`config.mk`:
```
export PLATFORM = sky130hd
export DESIGN_NAME = pcs_clock_ctrl
export DESIGN_NICKNAME = d
export VERILOG_FILES = /design/src/pcs_pkg.sv /design/src/pcs_clock_ctrl.sv
export SDC_FILE = /design/constraint.sdc
export NUM_CORES = 1
export LEC_CHECK = 0
export CAP_MARGIN = 20
export CORE_MARGIN = 4
export CORE_UTILIZATION = 65
export CTS_CLUSTER_DIAMETER = 50
export DETAILED_ROUTE_END_ITERATION = 6
export DONT_BUFFER_PORTS = 1
export GPL_ROUTABILITY_DRIVEN = 0
export PLACE_DENSITY = 0.82
export SYNTH_ARGS = -nofsm -noshare
export SYNTH_HDL_FRONTEND = slang
export SYNTH_SLANG_ARGS = --single-unit
```
`constraint.sdc`:
```
create_clock -name mclk -period 4.1 [get_ports mclk]
set_input_delay 0 -clock mclk [delete_from_list [all_inputs] [get_ports mclk]]
set_output_delay 0 -clock mclk [all_outputs]
set_load 0.03 [all_outputs]
```
`src/pcs_pkg.sv`:
```
package pcs_pkg;

  // Output counts
  localparam int NUM_BUS_CLK = 5;
  localparam int NUM_LCL_CLK = 3;

  // Register byte offsets
  localparam logic [7:0] OFS_OUT_CLK_CTRL = 8'h00;
  localparam logic [7:0] OFS_LCL_CLK_CTRL = 8'h04;
  localparam logic [7:0] OFS_RST_CFG_LOW = 8'h08;
  localparam logic [7:0] OFS_SYS_CLK_CTRL = 8'h0c;
  localparam logic [7:0] OFS_CLK_STATUS = 8'h10;

  // Local divide select codes
  localparam logic [1:0] DIV_BY_2 = 2'h0;
  localparam logic [1:0] DIV_BY_4 = 2'h1;

  // Field positions
  localparam int RCW_RATIO_BIT = 0;
  localparam int STAT_HOST_BIT = 0;
  localparam int STAT_HALVE_BIT = 1;
  localparam int STAT_READY_BIT = 2;
  localparam int SCC_WIDTH = 6;

  // Reset values
  localparam logic [31:0] RCW_RESET = 32'h0000_0000;
  localparam logic [1:0] DIV_RESET = 2'h0;

  // APB bus signals from the master
  typedef struct packed {
    logic psel;
    logic penable;
    logic pwrite;
    logic [7:0] paddr;
    logic [31:0] pwdata;
  } pcs_apb_req_t;

  // Whole block state
  typedef struct packed {
    logic cfg_done;
    logic host;
    logic halve;
    logic prev_pri;
    logic half;
    logic prev_sync;
    logic [NUM_BUS_CLK-1:0] sel_eff;
    logic [NUM_BUS_CLK-1:0] bus_out;
    logic sync_out;
    logic csb_tick;
    logic lbiu_tick;
    logic ddr_strobe;
    logic [2:0] lcnt;
    logic [NUM_LCL_CLK-1:0] lclk;
    logic [NUM_BUS_CLK-1:0] occ;
    logic [1:0] div;
    logic [31:0] rcw;
    logic [SCC_WIDTH-1:0] scc;
    logic pready;
    logic pslverr;
    logic [31:0] prdata;
  } pcs_state_t;

endpackage

```
`src/pcs_clock_ctrl.sv`:
```
`timescale 1ns/100ps
// How it works
// - primary clock chosen by host/agent mode
// - host mode uses reference, halved and muxed
// - strap picks sync output full or halved
// - per-output select picks full or halved
// - internal ticks follow returned sync input
// - agent mode uses bus clock, ignores reference
// - DDR strobe on both memory clock edges
// - local bus clock divided by 2/4/8
// - local unit clock 1x or 2x bus
module pcs_clock_ctrl
  import pcs_pkg::*;
(
  // Clock and reset
  input wire logic mclk,
  input wire logic rst,
  // Straps
  input wire logic host_mode_strap,
  input wire logic sync_out_halve_strap,
  // Clock inputs, sampled as levels
  input wire logic primary_ref_in,
  input wire logic bus_clock_in,
  input wire logic sync_loop_in,
  // Clock outputs
  output logic sync_loop_out,
  output logic [NUM_BUS_CLK-1:0] bus_clock_outputs,
  output logic [NUM_LCL_CLK-1:0] local_bus_clock_out,
  output logic csb_clock_tick,
  output logic local_unit_tick,
  output logic ddr_data_strobe,
  // Module clock modes for consumers
  output logic [SCC_WIDTH-1:0] system_clock_control,
  // APB slave
  input wire logic psel,
  input wire logic penable,
  input wire logic pwrite,
  input wire logic [7:0] paddr,
  input wire logic [31:0] pwdata,
  output logic [31:0] prdata,
  output logic pready,
  output logic pslverr
);

  // Registered state and its next value
  pcs_state_t st;
  pcs_state_t next_st;
  pcs_apb_req_t req;

  // Decoded inputs
  logic pri;
  logic pri_rise;
  logic sync_rise;
  logic sync_edge;
  logic setup;
  logic access;

  // Reset image of all state
  localparam pcs_state_t ST_RESET = '{
    rcw: RCW_RESET,
    div: DIV_RESET,
    default: '0
  };

  // Bundle the bus inputs
  assign req = '{psel: psel, penable: penable, pwrite: pwrite, paddr: paddr, pwdata: pwdata};

  // Address decode shared by read and write
  function automatic logic is_mapped(input logic [7:0] a);
    return (a == OFS_OUT_CLK_CTRL) || (a == OFS_LCL_CLK_CTRL) || (a == OFS_RST_CFG_LOW)
        || (a == OFS_SYS_CLK_CTRL) || (a == OFS_CLK_STATUS);
  endfunction

  // Divider tap for a divide select code
  function automatic logic divider_tap(input logic [1:0] sel, input logic [2:0] cnt);
    case (sel)
      DIV_BY_2: return cnt[0];
      DIV_BY_4: return cnt[1];
      default: return cnt[2];
    endcase
  endfunction

  // Read data of a register, zero where unmapped
  function automatic logic [31:0] read_word(input pcs_state_t s, input logic [7:0] a);
    logic [31:0] w;
    w = 32'h0000_0000;
    case (a)
      OFS_OUT_CLK_CTRL: w[NUM_BUS_CLK-1:0] = s.occ;
      OFS_LCL_CLK_CTRL: w[1:0] = s.div;
      OFS_RST_CFG_LOW: w = s.rcw;
      OFS_SYS_CLK_CTRL: w[SCC_WIDTH-1:0] = s.scc;
      // Host and halve bits come from the captured straps, ready from cfg_done
      OFS_CLK_STATUS: begin
        w[STAT_HOST_BIT] = s.host;
        w[STAT_HALVE_BIT] = s.halve;
        w[STAT_READY_BIT] = s.cfg_done;
      end
      default: ;
    endcase
    return w;
  endfunction

  // Primary source and edge detection
  always_comb begin
    pri = st.host ? primary_ref_in : bus_clock_in;
    pri_rise = pri && !st.prev_pri;
    sync_rise = sync_loop_in && !st.prev_sync;
    sync_edge = sync_loop_in != st.prev_sync;
    // Bus phases: setup, then access with answer standing
    setup = req.psel && !req.penable;
    access = req.psel && req.penable && st.pready;
  end

  // Next state
  always_comb begin
    // Hold all state by default
    next_st = st;
    // Answer pulses last one cycle
    next_st.pready = 1'b0;
    next_st.pslverr = 1'b0;

    // capture straps after reset release
    // Straps read once, later strap changes ignored
    if (!st.cfg_done) begin
      next_st.cfg_done = 1'b1;
      next_st.host = host_mode_strap;
      next_st.halve = sync_out_halve_strap;
      next_st.sel_eff = st.occ;
    end else begin
      // Last sampled levels for edge detection
      next_st.prev_pri = pri;
      next_st.prev_sync = sync_loop_in;

      // fixed halving divider
      // Toggles on each primary rising edge
      if (pri_rise) begin
        next_st.half = !st.half;
      end

      next_st.sync_out = st.halve ? next_st.half : pri;

      // per-output mux, select adopted while both sources low
      // Switching while both are low avoids a runt pulse
      for (int i = 0; i < NUM_BUS_CLK; i++) begin
        if (!pri && !st.half) begin
          next_st.sel_eff[i] = st.occ[i];
        end
        next_st.bus_out[i] = next_st.sel_eff[i] ? next_st.half : pri;
      end

      // internal bus tick aligned to sync input
      next_st.csb_tick = sync_rise;
      // local unit at 1x or 2x bus rate
      next_st.lbiu_tick = st.rcw[RCW_RATIO_BIT] ? sync_edge : sync_rise;
      // data moves on both memory clock edges
      next_st.ddr_strobe = sync_edge;

      // local bus divide by 2, 4 or 8
      // Counter steps on each local unit tick
      if (st.lbiu_tick) begin
        next_st.lcnt = st.lcnt + 3'h1;
      end
      // All outputs take the same tap
      for (int j = 0; j < NUM_LCL_CLK; j++) begin
        next_st.lclk[j] = divider_tap(st.div, st.lcnt);
      end
    end

    // APB setup cycle: decode, answer in access cycle
    if (setup) begin
      next_st.pready = 1'b1;
      next_st.pslverr = !is_mapped(req.paddr);
      next_st.prdata = req.pwrite ? 32'h0000_0000 : read_word(st, req.paddr);
    end

    // APB access cycle: write lands as ready is seen
    if (access && req.pwrite) begin
      case (req.paddr)
        OFS_OUT_CLK_CTRL: next_st.occ = req.pwdata[NUM_BUS_CLK-1:0];
        OFS_LCL_CLK_CTRL: next_st.div = req.pwdata[1:0];
        OFS_RST_CFG_LOW: next_st.rcw = req.pwdata;
        OFS_SYS_CLK_CTRL: next_st.scc = req.pwdata[SCC_WIDTH-1:0];
        // Status and unmapped writes are dropped
        default: ;
      endcase
    end
  end

  // State register
  always_ff @(posedge mclk) begin
    if (rst) begin
      st <= ST_RESET;
    end else begin
      st <= next_st;
    end
  end

  // Clock outputs straight from state flops
  assign sync_loop_out = st.sync_out;
  assign bus_clock_outputs = st.bus_out;
  assign local_bus_clock_out = st.lclk;
  assign csb_clock_tick = st.csb_tick;
  assign local_unit_tick = st.lbiu_tick;
  assign ddr_data_strobe = st.ddr_strobe;

  // Register and bus outputs straight from state flops
  assign system_clock_control = st.scc;
  assign prdata = st.prdata;
  assign pready = st.pready;
  assign pslverr = st.pslverr;

endmodule // pcs_clock_ctrl

```
### Yosys cells after proc, flatten, opt, wreduce, memory -nomap -nowiden

Cells that the tools add are included.

| storage, ports and cells | value |
|---|---|
| register bits after elaboration | 103 |
| input port bits | 50 |
| output and inout port bits | 52 |

| cells by class | value |
|---|---|
| add/sub/neg operators | 1 |
| equal/unequal tests | 6 |
| mux-type cells | 28 |
| bitwise logic cells | 1 |
| reduce and logical (&&, ||, !) cells | 25 |

Operator list:

| kind | count |
|---|---|
| 34-bit two-way mux | 1 |
| 32-bit two-way mux | 1 |
| 26-bit two-way mux | 1 |
| 1-bit two-way mux | 19 |
| 8-bit by 4-bit == test with 1-bit output (second input constant) | 2 |
| 2-bit case mux with 5 select lines | 1 |
| 2-bit AND reduction | 5 |
| 8-bit by 3-bit == test with 1-bit output (second input constant) | 1 |
| 8-bit by 5-bit == test with 1-bit output (second input constant) | 1 |
| 8-bit logical NOT | 1 |
| 1-bit logical AND | 7 |
| 1-bit logical NOT | 6 |
| 2-bit case mux with 3 select lines | 1 |
| 5-bit two-way mux | 1 |
| 1-bit logical OR | 4 |
| 1-bit case mux with 2 select lines | 2 |
| 1-bit case mux with 4 select lines | 1 |
| 3-bit by 1-bit adder with 3-bit output (second input constant) | 1 |
| 2-bit by 1-bit == test with 1-bit output (second input constant) | 1 |
| 2-bit logical NOT | 1 |
| 2-bit OR reduction | 1 |
| 1-bit inequality test | 1 |
| 1-bit NOT | 1 |

### Depth between registers and ports, before layout

| depth | value |
|---|---|
| depth after elaboration | 7 |
| gate-level depth with buffers | 6 |
| gate-level depth less buffers | 6 |

### Worst setup path before layout

No wires, ideal clock.

| path | value |
|---|---|
| kind | reg-to-reg |
| from | reg st (netlist bit pready) |
| to | reg st[42] (netlist bit) |
| setup time | 0.128 ns |
| arrival time | 1.356 ns |
| required time | 3.972 ns |
| path slack | 2.616 ns |
| cell stages (with the launch flop) | 6 |
| clock period less this slack | 1.484 ns |
| path through | dfxtp_1 -> and4b_1 -> nand4_2 -> buf_6 -> mux2i_1 -> nor2_1 |

| on the way | value |
|---|---|
| word-level cells in the longest chain between the ends | 3 |

Ends and longest elaborated chain:

| what | line | source |
|---|---|---|
| from (decl) | pcs_clock_ctrl.sv:46 | `pcs_state_t st;` |
| from (signal assigned) | pcs_clock_ctrl.sv:194 | `st <= next_st;` |
| 1-bit logical AND | pcs_clock_ctrl.sv:111 | `access = req.psel && req.penable && st.pready;` |
| 1-bit logical AND | pcs_clock_ctrl.sv:177 | `if (access && req.pwrite) begin` |
| 2-bit AND reduction (no line) | - |  |

No other way between the ends.
A chain may end at the register's enable or synchronous reset.

### Final worst setup path

| path | value |
|---|---|
| from | reg st (netlist bit pready) |
| to | reg st[47] (netlist bit) |

Same word-level chain as after synthesis.

==> impl.org <==
** Run status
- The run finished with clean final reports.

** STA
- Max Clock Skew :: 0.0123 ns
- Summed over all failing endpoints, the final setup total negative slack is 0 ns.
- In the post-route analysis, the smallest setup slack over all paths is 1.80 ns.
- Setup repair after global routing left no endpoint under its margin.
- Ratio of final minimum period to clock period :: 0.562
- Max_slew headroom :: 0.413
- Derived from the worst setup path, the maximum achievable clock frequency is 434 MHz.
- Setup violations remaining at the end of the flow were counted as 0.
- Tightest Pin Transition :: 0.879 ns
- The tightest hold path in the finished design has a slack of 0.0188 ns.
- Final Hold Viols :: 0
- The count of pins over their slew limit came to 0.
- For the finished layout, the period the worst path requires is 2.30 ns.

** Drt
- The count of nets left with antenna violations once routing finished came out at 0.
- Routed wire length :: 9.60 mm
- In this run, the number of DRC markers left after iteration 0 of detailed routing was 123.
- The first detailed-routing pass ran for 5 iterations.
- Post-detailed-route wirelength per cell :: 17.4 um
- After detailed routing, the number of vias per cell comes to 5.78.
- The routed layout has 3,187 vias.
- Remaining routing DRC violations :: 0

** Worst setup path
- Counting cells, the worst reg-to-reg path comes to 6.
- Launch point of the worst reg-to-reg path :: pready
- Data arrives at the worst endpoint at 2.55 ns.
- For flop-to-flop paths, the worst setup slack is 1.80 ns.
- In this run the worst setup path begins at pready.
- The setup path with the least slack is of type reg2reg.
- STA classifies the critical path endpoint as a flop.
- CP Max Fanout :: 32
- Capture point of the critical path :: st[47]
- STA puts the critical path data required time at 4.34 ns.
- In this run the critical register-to-register path is captured at st[47].
- Kind of launch point of the worst setup path :: flop

** Final layout
- Non-filler instance count after layout :: 551
- ANT cells :: 0
- After routing the design area is 4900 um^2.
- Measured on the finished design, the core utilization comes to 0.754.
- The layout has 444 filler cells.
- In the final layout, the share of cells above drive strength 1 is 0.112.
- From synthesis to final layout, the design area changed by 9.70%.
- Summing all multi-input logic gate instances after layout gives 1910 um^2.
- Summing all flip-flop and latch instances after layout gives 2060 um^2.
- For this run, the post-layout net count is 521.

** Power
- Internal power comes to 1.36 mW.
- Clock power share :: 0.349
- IR analysis of the VDD net gives a maximum drop of 0.000235 V.
- Summed over all cells, the static leakage comes to 2.22 nW.
- Net switching power :: 0.420 mW
- Power comes to 1.78 mW.
- In this run the power density over the cells is 363 nW/um^2.
- Of the total power, the share spent switching nets is 0.236.
- The share of total power dissipated in combinational logic is 0.065.
- Of the total power, registers draw 0.586.

** Global routing
- For this run the aggregate overflow at the end of global routing stands at 0.
- Entering global routing, the biggest net connects 64 pins.
- In the global route stage, overall resource usage came out at 0.237.
- The via count of the first global-routing pass was 3,106.
- First-pass GRT wire length :: 15.8 mm
- Initial antenna violation count :: 0

** Floorplanning
- The floorplan step defined a die boundary enclosing 8260 um^2.
- During I/O placement, the number of pins put on the boundary was 102.
- Floorplan Core Area :: 6490 um^2
- Die width :: 90.9 um
- Number of rows created at floorplan :: 29
- For this configuration, the core starts out at a cell density of 0.687.
- The die is 90.9 um tall.

** CTS
- Clock slew seen by the registers of the worst setup and hold paths :: 0.10 ns
- Buffer type at the clock tree root :: clkbuf_8
- Total CTS buffers :: 9
- Total number of clock tree sinks :: 103
- Number of levels the H-tree was split into :: 3
- Longest Clk Path Bufs :: 2
- Clk Latency, worst-skew pair :: 0.35 ns
- The number of setup buffers added after CTS is 0.
- CTS tree :: yes

** Synthesis
- For this run, the register share of the synthesized area comes to 0.462.
- Proportion of synthesized flip-flops having asynchronous set or reset :: 0
- Synthesis inferred 103 register bits.
- Top flip-flop cell by instance count after synthesis :: dfxtp_1
- In this run, distinct cell masters in the synthesized netlist total 43.
- For this run, the number of Yosys warnings is 0.
- After synthesis the cells add up to 4460 um^2.
- Number of flops mapped to enable cells by yosys :: 0
- Synthesis produced a netlist whose cell count is 470.
- Each instance of the synthesized netlist takes up on average 9.50 um^2.
- Net count of the mapped netlist :: 522

** Place
- Prior to clock tree synthesis, the placed netlist has a worst setup slack of 2.41 ns.
- In this run the tool buffered the top-level ports with 0 buffer cells.
- Once placement finished, the instance area stood at 4100 um^2.
- The HPWL after detailed placement is 5.91 mm.
- Once placement completed, the tool counted placed cells totaling 478.

** Hold path
- Path class of the lowest-slack min-delay path :: in2reg

** Flow run
- Max-cap violations in this run came to 0.
==> critical path, stage by stage, from the launching register on <==
cell and delay [ns]:
dfxtp_1 0.45, and4b_1 0.28, nand4_2 0.08, buf_4 0.48
mux2i_1 0.28, nor2_1 0.06, dlygate4sd3_1 0.57
==> flip-flops by register name, summed over array words and instances (netlist names) <==
register	flops
prdata	32
pslverr	1
st	53
local_bus_clock_out	1
pready	1
system_clock_control	6
local_unit_tick	1
bus_clock_outputs	5
csb_clock_tick	1
sync_loop_out	1
ddr_data_strobe	1
==> cell families after synthesis <==
family / Yosys count / synth area share
and+or+nand+nor: 163 / 0.167
DFF: 103 / 0.462
buffers and inverters: 74 / 0.110
muxes: 68 / 0.154
AOI/OAI and AO/OA: 57 / 0.0959
xor gates and xnor gates: 3 / 0.00589
adders and majority gates: 2 / 0.00561
==> metal layers <==
layer,GRT usage,share of wire
met5,0,0
met4,0.0804,0.015
met3,0.0575,0.084
met2,0.397,0.48
met1,0.298,0.42
==> power by group through the flow <==
stage	Sequential, mW	Combinational, mW	Clock [mW]
floorplan	1.05	0.0791	0
global placement	1.06	0.0566	0
detailed placement	1.06	0.0581	0
CTS	1.04	0.110	0.635
global route	1.04	0.125	0.677
finish	1.04	0.116	0.621
==> Yosys cell counts, types with 2 or more instances <==
cell	instances	share of area
a221oi_1	2	0.0039
a22o_1	2	0.0039
o21ai_0	13	0.015
a211oi_1	3	0.0050
nand3_1	7	0.0078
nand2_1	66	0.056
a221o_1	5	0.011
buf_6	5	0.013
clkbuf_1	15	0.013
nor3b_1	2	0.0034
dfxtp_1	103	0.46
buf_2	4	0.0045
a21oi_1	7	0.0078
mux2_2	4	0.010
nand4_2	3	0.0084
mux2i_1	64	0.14
nand2b_1	2	0.0028
o21ai_2	21	0.041
buf_4	46	0.077
ha_1	2	0.0056
nor2_1	68	0.057
inv_1	3	0.0025
xor2_1	2	0.0039
nor3_1	2	0.0022
==> final cells by class <==
type,instances,share of cell area
Timing Repair Buffer,59,0.127
Clock inverter,6,0.0138
Inverter,3,0.00230
Sequential cell,103,0.421
Multi-Input combinational cell,293,0.390
Clock buffer,10,0.0261
Tap cell,77,0.0197
==> worst min path at each step <==
| stage | depth (start not counted) | end | slack (ns) | startpoint |
|---|---|---|---|---|
| after floorplan | 2 | st[73] | 0.14 | pwdata[1] |
| after global placement | 1 | st[97] | 0.08 | rst |
| after detailed placement | 1 | st[48] | 0.08 | rst |
| after CTS | 4 | prdata[1] | 0.003 | paddr[2] |
| after global routing | 4 | prdata[0] | 0.02 | paddr[3] |
| final | 4 | prdata[0] | 0.02 | paddr[3] |
==> cells in the final DEF, fill, tap and decap left out, types with 4 or more instances in the layout <==
cell type and instances:
nor2_1 67, dlygate4sd3_1 55, o21ai_0 13, nand2_1 66
mux2_2 4, clkbuf_8 9, mux2i_1 64, a221o_1 5
dfxtp_1 103, o21ai_2 21, a21oi_1 7, nand3_1 7
==> repair_timing <==
item / CTS / global route
hold buffers: 55 / 1
resized for setup: 0 / 0
hold endpoints to repair: 76 / 1
No activity file was read; power rests on OpenSTA's default activity.
